### src/design/asa_pkg.sv
// Shared constants and types for the alarm status aggregator
package asa_pkg;

  // Bus and vector widths
  localparam int ASA_ADDR_W = 12;
  localparam int ASA_DATA_W = 8;
  localparam int ASA_LANES  = 16;
  localparam int ASA_FLAGS  = 6;

  // Register offsets, byte addresses on the plain register port
  localparam logic [11:0] ASA_OFS_SUMMARY  = 12'h2C0;
  localparam logic [11:0] ASA_OFS_STATUS   = 12'h2C1;
  localparam logic [11:0] ASA_OFS_MASK     = 12'h2C2;
  localparam logic [11:0] ASA_OFS_LANE_LO  = 12'h2C4;
  localparam logic [11:0] ASA_OFS_LANE_HI  = 12'h2C5;
  localparam logic [11:0] ASA_OFS_CTRL     = 12'h2C8;
  localparam logic [11:0] ASA_OFS_IRQ_ST   = 12'h2C9;
  localparam logic [11:0] ASA_OFS_IRQ_MASK = 12'h2CA;

  // Values after reset
  localparam logic [5:0]  ASA_FLAG_RST     = 6'h3F;
  localparam logic [5:0]  ASA_MASK_RST     = 6'h3F;
  localparam logic [5:0]  ASA_IRQ_MASK_RST = 6'h00;
  localparam logic [15:0] ASA_LANE_RST     = 16'hFFFF;

  // Field positions in status and mask registers
  localparam int ASA_B_DIVIDER = 0;
  localparam int ASA_B_UNUSED  = 1;
  localparam int ASA_B_REALIGN = 2;
  localparam int ASA_B_LINK    = 3;
  localparam int ASA_B_SYNTH   = 4;
  localparam int ASA_B_LANE    = 5;

  // Field positions in the control register
  localparam int ASA_C_LINK_EN  = 0;
  localparam int ASA_C_MODE     = 1;
  localparam int ASA_C_PIN_SEL  = 2;
  localparam int ASA_C_SOFT_RST = 3;

  // Positions in the synchronised raw event vector
  localparam int ASA_E_DIVIDER = 0;
  localparam int ASA_E_SYSREF  = 1;
  localparam int ASA_E_RELINK  = 2;
  localparam int ASA_E_NOTDATA = 3;
  localparam int ASA_E_LOCKED  = 4;
  localparam int ASA_E_LANE0   = 5;

  // Link line coding
  typedef enum logic [0:0] {
    ASA_MODE_8B10B  = 1'b0,
    ASA_MODE_64B66B = 1'b1
  } asa_mode_e;

endpackage

### src/design/asa_evt_if.sv
// Synchronised alarm sources passed from the event front end to the core
`timescale 1ns/1ps
interface asa_evt_if #(
  parameter int LANES = 16
);
  logic [LANES-1:0] laneFault;
  logic             pllUnlock;
  logic             notDataState;
  logic             linkRealign;
  logic             sysrefRealign;
  logic             divMismatch;

  modport src (
    output laneFault, pllUnlock, notDataState, linkRealign, sysrefRealign, divMismatch
  );
  modport dst (
    input  laneFault, pllUnlock, notDataState, linkRealign, sysrefRealign, divMismatch
  );
endinterface

### src/design/asa_event_sync.sv
// Two-flop synchronisers and edge detectors for the raw alarm sources
`timescale 1ns/1ps
module asa_event_sync #(
  parameter int LANES = 16
) (
  input  wire logic             core_clk,
  input  wire logic             rst,
  input  wire logic [LANES-1:0] laneFaultRaw,
  input  wire logic             pllLockedRaw,
  input  wire logic             notDataStateRaw,
  input  wire logic             linkRealignRaw,
  input  wire logic             sysrefRealignRaw,
  input  wire logic             divMismatchRaw,
  asa_evt_if.src                evt
);
  import asa_pkg::*;

  localparam int W = LANES + 5;

  typedef struct packed {
    logic [W-1:0] stage1;
    logic [W-1:0] stage2;
    logic [W-1:0] stage3;
  } asa_sync_s;

  asa_sync_s st;
  asa_sync_s next_st;

  // Lock starts low so an unlock is seen until the synchroniser fills
  always_comb begin
    next_st        = st;
    next_st.stage1 = {laneFaultRaw, pllLockedRaw, notDataStateRaw, linkRealignRaw,
                      sysrefRealignRaw, divMismatchRaw};
    next_st.stage2 = st.stage1;
    next_st.stage3 = st.stage2;
  end

  always_ff @(posedge core_clk or posedge rst) begin
    if (rst) begin
      st <= '0;
    end else begin
      st <= next_st;
    end
  end

  // Levels come from stage2; realign events are rising edges only
  assign evt.laneFault     = st.stage2[W-1:ASA_E_LANE0];
  assign evt.pllUnlock     = ~st.stage2[ASA_E_LOCKED];
  assign evt.notDataState  = st.stage2[ASA_E_NOTDATA];
  assign evt.linkRealign   = st.stage2[ASA_E_RELINK] & ~st.stage3[ASA_E_RELINK];
  assign evt.sysrefRealign = st.stage2[ASA_E_SYSREF] & ~st.stage3[ASA_E_SYSREF];
  assign evt.divMismatch   = st.stage2[ASA_E_DIVIDER];

endmodule

### src/design/alarm_status_aggregator.sv
// Alarm flag collection, masking, summary and interrupt for the serial link
//
// Overview of operation
// - Summary is 1 when any status flag is set with its mask bit clear.
// - A set mask bit hides its flag from summary; the flag still records.
// - Pin selection set to alarm drives summary onto the calibration status pin.
// - Any active lane buffer over/underflow sets flag bit 5.
// - Sixteen per-lane alarm bits, write-1 clears; clearing bit 5 clears all.
// - Synthesizer not locked sets flag bit 4.
// - 8b/10b mode: link enabled but not in data state sets flag bit 3.
// - 64b/66b mode: link start-up or any realignment sets flag bit 3.
// - SYSREF realignment of internal clocks sets flag bit 2.
// - Channel A and B divider mismatch sets flag bit 0.
// - Flags clear only on write of 1; writing 0 leaves them.
// - Power-on or soft reset sets all six flags, status reads 0x3F.
// - With link disabled only the divider flag is meaningful; clear after enable.
// - Mask register resets to 0x3F, all alarms masked.
// - Summary register is read-only, bits 7:1 read zero.
//
// Strobed register access was left to the implementer.
`timescale 1ns/1ps
module alarm_status_aggregator (
  input  wire logic                            core_clk,
  input  wire logic                            rst,
  input  wire logic [asa_pkg::ASA_ADDR_W-1:0]  address,
  input  wire logic [asa_pkg::ASA_DATA_W-1:0]  writeData,
  input  wire logic                            writeStrobe,
  input  wire logic                            readStrobe,
  output logic      [asa_pkg::ASA_DATA_W-1:0]  readData,
  input  wire logic [asa_pkg::ASA_LANES-1:0]   laneFaultRaw,
  input  wire logic [asa_pkg::ASA_LANES-1:0]   laneActive,
  input  wire logic                            pllLockedRaw,
  input  wire logic                            notDataStateRaw,
  input  wire logic                            linkRealignRaw,
  input  wire logic                            sysrefRealignRaw,
  input  wire logic                            divMismatchRaw,
  input  wire logic                            calStatus,
  output logic                                 cal_status_output_pin,
  output logic                                 serial_link_enable,
  output logic                                 linkMode64,
  output logic                                 irq
);
  import asa_pkg::*;

  typedef struct packed {
    logic [5:0]  flag_status_bank;
    logic [5:0]  flag_mask_bank;
    logic [15:0] per_lane_buffer_flags;
    logic [5:0]  irqStatus;
    logic [5:0]  irqMask;
    logic        linkEnable;
    asa_mode_e   mode;
    logic        pinSelAlarm;
    logic        prevLinkEnable;
    logic [7:0]  rdata;
    logic        irqOut;
    logic        pinOut;
  } asa_core_s;

  localparam asa_core_s ST_RST = '{
    flag_status_bank:      ASA_FLAG_RST,
    flag_mask_bank:        ASA_MASK_RST,
    per_lane_buffer_flags: ASA_LANE_RST,
    irqStatus:             6'h00,
    irqMask:               ASA_IRQ_MASK_RST,
    linkEnable:            1'b0,
    mode:                  ASA_MODE_8B10B,
    pinSelAlarm:           1'b0,
    prevLinkEnable:        1'b0,
    rdata:                 8'h00,
    irqOut:                1'b0,
    pinOut:                1'b0
  };

  asa_core_s st;
  asa_core_s next_st;

  asa_evt_if #(.LANES(ASA_LANES)) evt ();

  // Pin sources cross into core_clk through two flops each
  asa_event_sync #(
    .LANES            (ASA_LANES)
  ) u_sync (
    .core_clk         (core_clk),
    .rst              (rst),
    .laneFaultRaw     (laneFaultRaw),
    .pllLockedRaw     (pllLockedRaw),
    .notDataStateRaw  (notDataStateRaw),
    .linkRealignRaw   (linkRealignRaw),
    .sysrefRealignRaw (sysrefRealignRaw),
    .divMismatchRaw   (divMismatchRaw),
    .evt              (evt)
  );

  logic        wrStatus;
  logic        wrMask;
  logic        wrLaneLo;
  logic        wrLaneHi;
  logic        wrCtrl;
  logic        wrIrqMask;
  logic        rdIrqStatus;
  logic        softReset;
  logic [15:0] laneHits;
  logic [15:0] laneClear;
  logic [5:0]  flagClear;
  logic [5:0]  setVec;
  logic        summary;
  logic [7:0]  readMux;

  // Address decode; summary has no write decode at all
  // summary ignores writes
  assign wrStatus    = writeStrobe && (address == ASA_OFS_STATUS);
  assign wrMask      = writeStrobe && (address == ASA_OFS_MASK);
  assign wrLaneLo    = writeStrobe && (address == ASA_OFS_LANE_LO);
  assign wrLaneHi    = writeStrobe && (address == ASA_OFS_LANE_HI);
  assign wrCtrl      = writeStrobe && (address == ASA_OFS_CTRL);
  assign wrIrqMask   = writeStrobe && (address == ASA_OFS_IRQ_MASK);
  assign rdIrqStatus = readStrobe && (address == ASA_OFS_IRQ_ST);
  assign softReset   = wrCtrl && writeData[ASA_C_SOFT_RST];

  // Only lanes that are in use may raise the lane buffer alarm
  // active lanes only
  assign laneHits = evt.laneFault & laneActive;

  // per-lane write-1 clear, bit 5 clears all
  assign laneClear = (wrStatus && writeData[ASA_B_LANE]) ? 16'hFFFF :
                     {(wrLaneHi ? writeData : 8'h00), (wrLaneLo ? writeData : 8'h00)};

  assign flagClear = wrStatus ? writeData[5:0] : 6'h00;

  // Set conditions, evaluated every cycle as levels
  always_comb begin
    setVec = 6'h00;
    setVec[ASA_B_LANE] = |laneHits;
    setVec[ASA_B_SYNTH] = evt.pllUnlock;
    if (st.mode == ASA_MODE_8B10B) begin
      setVec[ASA_B_LINK] = st.linkEnable && evt.notDataState;
    end else begin
      setVec[ASA_B_LINK] = st.linkEnable &&
                           ((!st.prevLinkEnable) || evt.linkRealign);
    end
    setVec[ASA_B_REALIGN] = evt.sysrefRealign;
    setVec[ASA_B_UNUSED] = 1'b0;
    // divider mismatch, valid even while link disabled
    setVec[ASA_B_DIVIDER] = evt.divMismatch;
  end

  assign summary = |(st.flag_status_bank & ~st.flag_mask_bank);

  // Read mux; reserved bits and unmapped addresses read zero
  always_comb begin
    case (address)
      ASA_OFS_SUMMARY: begin
        readMux = {7'h00, summary};
      end
      ASA_OFS_STATUS: begin
        readMux = {2'b00, st.flag_status_bank};
      end
      ASA_OFS_MASK: begin
        readMux = {2'b00, st.flag_mask_bank};
      end
      ASA_OFS_LANE_LO: begin
        readMux = st.per_lane_buffer_flags[7:0];
      end
      ASA_OFS_LANE_HI: begin
        readMux = st.per_lane_buffer_flags[15:8];
      end
      ASA_OFS_CTRL: begin
        readMux = {5'h00, st.pinSelAlarm, st.mode, st.linkEnable};
      end
      ASA_OFS_IRQ_ST: begin
        readMux = {2'b00, st.irqStatus};
      end
      ASA_OFS_IRQ_MASK: begin
        readMux = {2'b00, st.irqMask};
      end
      default: begin
        readMux = 8'h00;
      end
    endcase
  end

  // Next state of the whole block
  always_comb begin
    next_st = st;
    next_st.prevLinkEnable = st.linkEnable;
    next_st.flag_status_bank = (st.flag_status_bank & ~flagClear) | setVec;
    next_st.per_lane_buffer_flags = (st.per_lane_buffer_flags & ~laneClear) | laneHits;
    if (wrMask) begin
      next_st.flag_mask_bank = writeData[5:0];
    end
    if (wrCtrl) begin
      next_st.linkEnable  = writeData[ASA_C_LINK_EN];
      next_st.mode        = asa_mode_e'(writeData[ASA_C_MODE]);
      next_st.pinSelAlarm = writeData[ASA_C_PIN_SEL];
    end
    if (wrIrqMask) begin
      next_st.irqMask = writeData[5:0];
    end
    // Read clears the interrupt status, but a fresh event survives it
    next_st.irqStatus = (rdIrqStatus ? 6'h00 : st.irqStatus) | setVec;
    if (softReset) begin
      next_st.flag_status_bank      = ASA_FLAG_RST;
      next_st.flag_mask_bank        = ASA_MASK_RST;
      next_st.per_lane_buffer_flags = ASA_LANE_RST;
    end
    // Read data is valid in the cycle after the strobe only
    next_st.rdata  = readStrobe ? readMux : 8'h00;
    next_st.irqOut = |(next_st.irqStatus & next_st.irqMask);
    next_st.pinOut = st.pinSelAlarm ? summary : calStatus;
  end

  always_ff @(posedge core_clk or posedge rst) begin
    if (rst) begin
      st <= ST_RST;
    end else begin
      st <= next_st;
    end
  end

  // Every output straight from a flop
  assign readData              = st.rdata;
  assign irq                   = st.irqOut;
  assign cal_status_output_pin = st.pinOut;
  assign serial_link_enable    = st.linkEnable;
  // Mode flop drives the pin directly; 64b/66b is encoded as 1
  assign linkMode64            = st.mode;
endmodule

### config.mk
export PLATFORM = sky130hd
export DESIGN_NAME = alarm_status_aggregator
export DESIGN_NICKNAME = d
export VERILOG_FILES = /design/src/design/asa_pkg.sv /design/src/design/asa_evt_if.sv /design/src/design/asa_event_sync.sv /design/src/design/alarm_status_aggregator.sv
export SDC_FILE = /design/constraint.sdc
export NUM_CORES = 1
export LEC_CHECK = 0
export BUFFER_PORTS_ARGS = -buffer_cell sky130_fd_sc_hd__buf_4
export CAP_MARGIN = 10
export CORE_UTILIZATION = 60
export DETAILED_ROUTE_END_ITERATION = 10
export GPL_TIMING_DRIVEN = 0
export PLACE_DENSITY = 0.85
export SETUP_SLACK_MARGIN = 0.15
export SKIP_LAST_GASP = 1
export SYNTH_ARGS = -nofsm -noshare
export SYNTH_HDL_FRONTEND = slang
export SYNTH_HIERARCHICAL = 1
export SYNTH_SLANG_ARGS = --single-unit
### constraint.sdc
create_clock -name core_clk -period 6.7 [get_ports core_clk]
set_clock_uncertainty 0.2 [all_clocks]
set_input_delay 1.34 -clock core_clk [delete_from_list [all_inputs] [get_ports core_clk]]
set_output_delay 1.34 -clock core_clk [all_outputs]
set_load 0.01 [all_outputs]
==> impl_metrics.csv, run 1 <==
group,metric,value,unit
routing,dr.pass1.iters,5,
yosys,synth_top_family_by_area,"simple AND/OR/NAND/NOR gates",
yosys,synth-compound-area-share,0.117,
yosys,yosysSeqAreaShare,0.600,
worst_setup_path,end_kind,"register",
routing,dr_total_vias,3070,
worst_setup_path,critical_path_class,"input port to register",
yosys,muxShareOfSynthArea,0.0293,
die,boundaryPins,74,
yosys,synth_fa_ha_area_frac,0,
worst_setup_path,critPathMaxFanout,5,
die,die_x,85.1,um
global_route,grt_pass1_vias,3148,
yosys,synthesis.area,4150,um2
finish,drive_above_1_share,0.417,
worst_setup_path,crit_start,"address[8]",
finish,fin_area,5000,um2
die,die-area,7250,um2
cts,insertion_delay,0.37,ns
power,pwr_density_cell,217,nW/um2
power,p_clk_frac,0.361,
placement,gp_congestion,0.932,
power,p_sw,0.259,mW
yosys,synth-simple-area-share,0.183,
power,swShare,0.239,
worst_setup_path,worst_r2r_startpoint,"u_sync/evt.laneFault[4]",
routing,ant_nets,0,
min_path,hold_class,"register to register",
sta,finalSetupViolCount,0,
yosys,syn_inst,341,
min_path,hp-start,"u_sync/next_st[25]",
sta,period_share,0.488,
yosys,synth_cell_types,55,
cts,post_cts_resized,0,
yosys,synth-xor-area-share,0,
cts,cts_tree,"built",
run_status,outcome,"completed",
yosys,async_flop_share,1.00,
sta,slew_violations,0,
finish,final_nets,486,
cts,clk_pin_slew,0.09,ns
cts,post_cts_buffers,0,
power,p_seq_frac,0.565,
sta,fin_setup_tns,0,ns
routing,routedWlPerCell,19.6,um
yosys,yosys-top-cells-area,"dfrtp_1 42%, dfstp_2 18%, buf_4 4.9%",
worst_setup_path,crit_arrival,3.32,ns
global_route,grt_pass1_wl,15.7,mm
routing,wl,9.90,mm
routing,drt_iter0_drc,252,
sta,finalHoldViolCount,0,
yosys,synth-edff-count,0,
yosys,post-synth-top-count-cell,"dfrtp_1",
power,p_comb_frac,0.074,
yosys,syn_area_per_cell,12.2,um2
yosys,yosysTopAreaCell,"dfrtp_1",
yosys,synth_top_cell_area_share,0.422,
die,coreArea,6490,um2
finish,syn_to_final_growth,20.5,%
finish,antennaDiodeCount,0,
cts,cts_inserted_buffers,9,
sta,fin_crit,3.27,ns
sta,tightest_slew,0.895,ns
sta,max_slew_margin,0.399,
placement,portBuffers,71,
cts,clockRootBuffer,"clkbuf_8",
power,p_int,0.826,mW
yosys,synth-seq-cells,98,
global_route,grt_max_degree,45,
run,max_cap_violations,0,
power,p_leak,2.28,nW
cts,htreeDepth,3,
routing,vias_per_cell,6.07,
global_route,gr-usage-all-layers,0.294,
sta,clock.fmax,0.306,GHz
finish,nFillCells,424,
cts,cts.sinks,98,
yosys,syn-num-nets,403,
worst_setup_path,crit_path_start_kind,"input port",
die,die_h,85.1,um
global_route,grt-ovfl-total,0,
global_route,antenna_found_initial,0,
yosys,yosys_warnings,6,
placement,dp_hpwl,7.18,mm
cts,postCtsHoldBufs,0,
yosys,yosys-top-cells-count,"70 x dfrtp_1, 46 x nand2_1, 28 x dfstp_2, 27 x buf_4",
worst_setup_path,required,6.74,ns
routing,drc,0,
power,ir_worst_vdd,163,uV
placement,placed_area,4800,um2
cts,clockBufferDepth,2,
die,rows,29,
yosys,ys.flop_type,"dfrtp_1",
die,start_util,0.638,
sta,rsz0062_at_grt,"no",
[logic make-up (layout without fill, tap and decap cells)]
group,Yosys count,count (layout)
AOI/OAI and AO/OA,62,62
muxes,11,11
buffers and inverters,48,136
DFF,98,98
and+or+nand+nor,122,122
[worst paths after layout]
| path | to | slack (ns) | cells after the start |
|---|---|---|---|
| max | readData[4] | 3.43 | 6 |
| max in group asynchronous | u_sync/evt.laneFault[8] | 4.78 | 2 |
| min in group asynchronous | st[10] | 0.80 | 2 |
| max reg2reg | irq | 4.30 | 6 |
| min | u_sync/next_st[4] | 0.15 | 0 |
| min reg2reg | u_sync/next_st[4] | 0.15 | 0 |
[critical path, cell delays in order]
cell	delay, ns
buf_4	0.12
nor4b_4	0.35
nand4b_2	0.22
nor3_1	0.74
a22oi_1	0.22
a31oi_1	0.32
[through the flow]
step	hold WS (ns)	power (mW)	utilization	worst slack, ns	std cells
6_report	0.154	1.09	0.769	3.43	506
5_1_grt	0.163	1.12	0.769	3.44	506
4_1_cts	0.159	1.09	0.769	3.51	506
3_5_place_dp	0.136	0.705	0.738	3.13	490
3_3_place_gp	0.131	0.700	0.735	3.12	489
2_1_floorplan	0.131	0.660	-	3.65	341
[cell type report]
class | count | area, um2 | area share
buffer | 36 | 249 | 0.0498
clock buffer | 10 | 128 | 0.0255
clock inverter | 6 | 73.8 | 0.0148
inverter | 12 | 45.0 | 0.00901
multi-input combinational | 195 | 1370 | 0.273
sequential | 98 | 2490 | 0.498
tap | 77 | 96.3 | 0.0193
timing repair buffer | 72 | 553 | 0.111
[power by group through the flow]
stage | clock [mW] | combinational (mW) | sequential [mW]
5_1_grt | 0.416 | 0.0886 | 0.615
3_5_place_dp | 0 | 0.0806 | 0.624
3_3_place_gp | 0 | 0.0769 | 0.623
6_report | 0.391 | 0.0808 | 0.613
4_1_cts | 0.398 | 0.0814 | 0.613
2_1_floorplan | 0 | 0.0372 | 0.622
[placed cells by master (no fill, tap or decap), drive strengths merged, types with 2 or more instances in the layout]
cell	instances
o21ai	8
and3b	2
dfrtp	70
a211o	4
or4b	2
a21o	5
inv	15
nand3	11
nor2b	3
o22ai	3
nand2	46
nor2	8
and2	17
nor3	6
buf	104
dfstp	28
a221oi	2
or4	4
a22oi	13
nand4b	2
clkbuf	14
mux2i	2
clkinvlp	2
a31oi	7
nand4	5
mux2	9
nand2b	2
nor4	5
a311o	16
[registers in the layout (all words and copies together), names as in the netlist]
register and count:
cal_status_output_pin 1, u_sync/st 2, u_sync/evt.laneFault 16, irq 1
linkMode64 1, u_sync/next_st 24, u_sync/evt.notDataState 1, serial_link_enable 1
u_sync/evt.divMismatch 1, st 42, readData 8
[metal layers]
metal  up-vias  global-route usage  share of wire
met1      1527               0.387           0.42
met3        26              0.0632          0.067
li1       1363                   -              -
met4         0               0.145          0.027
met5         -                   0              0
met2       154               0.471           0.49
(Power assumes the default switching activity.)
==> run 2: changes to the inputs <==
--- a/config.mk
+++ b/config.mk
@@ -5,12 +5,13 @@
 export SDC_FILE = /design/constraint.sdc
 export NUM_CORES = 1
 export LEC_CHECK = 0
+export ABC_AREA = 1
 export BUFFER_PORTS_ARGS = -buffer_cell sky130_fd_sc_hd__buf_4
 export CAP_MARGIN = 10
-export CORE_UTILIZATION = 60
+export CORE_UTILIZATION = 50
 export DETAILED_ROUTE_END_ITERATION = 10
 export GPL_TIMING_DRIVEN = 0
-export PLACE_DENSITY = 0.85
+export PLACE_DENSITY = 0.75
 export SETUP_SLACK_MARGIN = 0.15
 export SKIP_LAST_GASP = 1
 export SYNTH_ARGS = -nofsm -noshare
==> constraint.sdc (replaced) <==
create_clock -name core_clk -period 2.9 [get_ports core_clk]
set_clock_uncertainty 0.2 [all_clocks]
set_input_delay 0.58 -clock core_clk [delete_from_list [all_inputs] [get_ports core_clk]]
set_output_delay 0.58 -clock core_clk [all_outputs]
set_load 0.01 [all_outputs]
==> run 2 against run 1 <==
  * Synthesized cell count rose by 38%
  * Die area up 25%
  * Global-route usage shrank 4.2 points
  * Count of clock-buffer cells in the layout is the same
  * Wire length increased by 5.2%
  * Synthesized area increased by 4.9%
  * Clock power is 110% higher
  * Critical endpoint is now st[41]
  * Largest cell class unchanged
  * Largest power group unchanged
  * Highest routed layer unchanged
==> impl_metrics.csv, run 2 <==
group,metric,value,unit
yosys,yosysTopAreaCell,"dfrtp_1",
yosys,synth_top_cell_area_share,0.403,
run_status,outcome,"completed",
cts,clockBufferDepth,2,
worst_setup_path,critPathBufInv,3,
yosys,synth-edff-count,0,
yosys,synth_cell_types,27,
routing,drc,0,
sta,slew_violations,0,
cts,insertion_delay,0.36,ns
worst_setup_path,cp_slowest_cell,"nand4_2",
cts,post_cts_resized,0,
power,p_seq_frac,0.579,
cts,postCtsHoldBufs,0,
global_route,grt_max_degree,45,
yosys,synth-seq-cells,98,
run,max_cap_violations,0,
die,rows,33,
yosys,yosys-top-cells-count,"121 x nand2_1, 70 x dfrtp_1, 52 x nand3_1, 39 x inv_1, 39 x nor2_1",
sta,tightest_slew,0.860,ns
finish,layout_commonest_cell,"nand2_1",
finish,antennaDiodeCount,0,
sta,finalSetupViolCount,0,
cts,post_cts_buffers,0,
sta,clock.fmax,0.532,GHz
power,p_sw,0.619,mW
finish,largest-register,"st",
worst_setup_path,max_stage_delay,0.29,ns
yosys,synthesis.area,4350,um2
worst_setup_path,cpLargestDelayFamily,"simple AND/OR/NAND/NOR gates",
global_route,grt_pass1_vias,3411,
worst_setup_path,crit_path_start_kind,"input port",
die,die_x,95.3,um
yosys,yosys_warnings,6,
routing,dr.pass1.iters,5,
finish,largest_reg_flops,42,
finish,multi_input_area,1450,um2
die,die-area,9080,um2
power,p_comb_frac,0.079,
yosys,post-synth-top-count-cell,"nand2_1",
cts,cts_inserted_buffers,9,
yosys,async_flop_share,1.00,
finish,final_nets,619,
worst_setup_path,end_kind,"register",
worst_setup_path,required,2.98,ns
yosys,syn_area_per_cell,9.22,um2
global_route,gr-usage-all-layers,0.252,
sta,period_share,0.648,
global_route,grt_pass1_wl,16.6,mm
sta,hold_ws,0.116,ns
worst_setup_path,critPathMaxFanout,10,
routing,ant_nets,0,
cts,htreeDepth,3,
finish,post-route-util,0.631,
finish,drive_above_1_share,0.329,
worst_setup_path,cp_cell_sequence,"buf_4 -> inv_2 -> nand2_2 -> nor2_1 -> nand4_2 -> buf_2 -> nand3_1 -> nand3_1",
routing,routedWlPerCell,15.6,um
sta,fin_setup_tns,0,ns
finish,final_cell_mix,"121 x nand2_1, 98 x buf_4, 70 x dfrtp_1, 52 x nand3_1, 39 x nor2_1",
cts,clockRootBuffer,"clkbuf_8",
global_route,grt-ovfl-total,0,
finish,sequential_cell_area,2490,um2
sta,rsz0062_at_grt,"no",
power,swShare,0.254,
sta,max_slew_margin,0.426,
power,pwr_density_cell,466,nW/um2
worst_setup_path,crit_path_frequent_cell,"nand3_1",
routing,wl,10.4,mm
yosys,yosys-top-cells-area,"dfrtp_1 40%, dfstp_2 17%, nand2_1 10%",
power,p_int,1.82,mW
sta,fin_crit,1.88,ns
sta,finalHoldViolCount,0,
placement,portBuffers,73,
cts,cts.sinks,98,
worst_setup_path,crit_arrival,1.96,ns
finish,syn_to_final_growth,20.3,%
worst_setup_path,critical_path_class,"input port to register",
finish,nFillCells,736,
placement,gp_congestion,0.928,
cts,clk_pin_slew,0.10,ns
power,p_leak,2.66,nW
yosys,yosysSeqAreaShare,0.572,
yosys,syn-num-nets,534,
placement,dp_hpwl,8.10,mm
sta,worst_slack,1.02,ns
die,boundaryPins,74,
placement,pre_cts_ws,0.673,ns
die,die_h,95.3,um
cts,cts_tree,"built",
global_route,antenna_found_initial,0,
power,p_clk_frac,0.342,
yosys,ys.flop_type,"dfrtp_1",
routing,dr_total_vias,3416,
routing,vias_per_cell,5.12,
power,ir_worst_vdd,341,uV
die,coreArea,8300,um2
die,start_util,0.524,
power,p_total,2.44,mW
min_path,hold_class,"input port to register",
yosys,syn_inst,472,
routing,drt_iter0_drc,157,
run 2: changes by cell type after synthesis, moves of 6 or more:
cell,change
inv_1,+27
nor2_2,+8
and2_1,-13
mux2_2,-9
o21ai_0,+6
nand3_1,+41
a22oi_1,-13
o211ai_1,+7
nand2_1,+75
nand4_1,+15
a311o_1,-11
nor2_1,+33
run 2: layout make-up:
| type | count | area share |
|---|---|---|
| Inverter | 43 | 0.0308 |
| Tap cell | 105 | 0.0251 |
| Timing Repair Buffer | 74 | 0.109 |
| Sequential cell | 98 | 0.475 |
| Clock inverter | 6 | 0.0108 |
| Buffer | 34 | 0.0481 |
| Multi-Input combinational cell | 297 | 0.277 |
| Clock buffer | 10 | 0.0244 |
run 2: power groups by stage:
stage	Combinational (mW)	Sequential, mW	Clock [mW]
finish	0.193	1.41	0.834
global route	0.213	1.42	0.902
CTS	0.195	1.41	0.858
detailed placement	0.195	1.44	0
global placement	0.187	1.44	0
floorplan	0.0891	1.43	0
run 2: path summary, 6_finish.rpt:
| check | endpoint | from | cells past startpoint | slack, ns |
|---|---|---|---|---|
| worst max register to register | irq | u_sync/evt.laneFault[11] | 11 | 1.16 |
| min in group asynchronous | u_sync/next_st[24] | rst | 2 | 0.20 |
| max in group asynchronous | u_sync/evt.laneFault[8] | rst | 2 | 1.75 |
| worst max-delay path | st[41] | address[2] | 8 | 1.02 |
| worst min-delay path | u_sync/next_st[24] | notDataStateRaw | 1 | 0.12 |
| worst min register to register | u_sync/evt.laneFault[6] | u_sync/next_st[32] | 0 | 0.16 |
run 2: per-stage QoR:
| stage | cells | cell area (um2) |
|---|---|---|
| 2_1_floorplan | 472 | 4350 |
| 3_3_place_gp | 650 | 5030 |
| 3_5_place_dp | 651 | 5050 |
| 4_1_cts | 667 | 5230 |
| 5_1_grt | 667 | 5230 |
| 6_report | 667 | 5230 |
run 2: logic make-up (layout without fill, tap and decap cells):
kind of cell,Yosys count,count (layout),share of synthesized area
buffers and inverters,77,167,0.0949
and+or+nand+nor,264,264,0.290
DFF,98,98,0.572
AOI/OAI and AO/OA,33,33,0.0434
run 2: metal layers:
layer	GRT usage	wire length, um	up-vias
met1	0.324	4580	1567
met5	0	0	-
met4	0.131	349	0
met2	0.412	4920	144
li1	-	-	1675
met3	0.0399	570	30
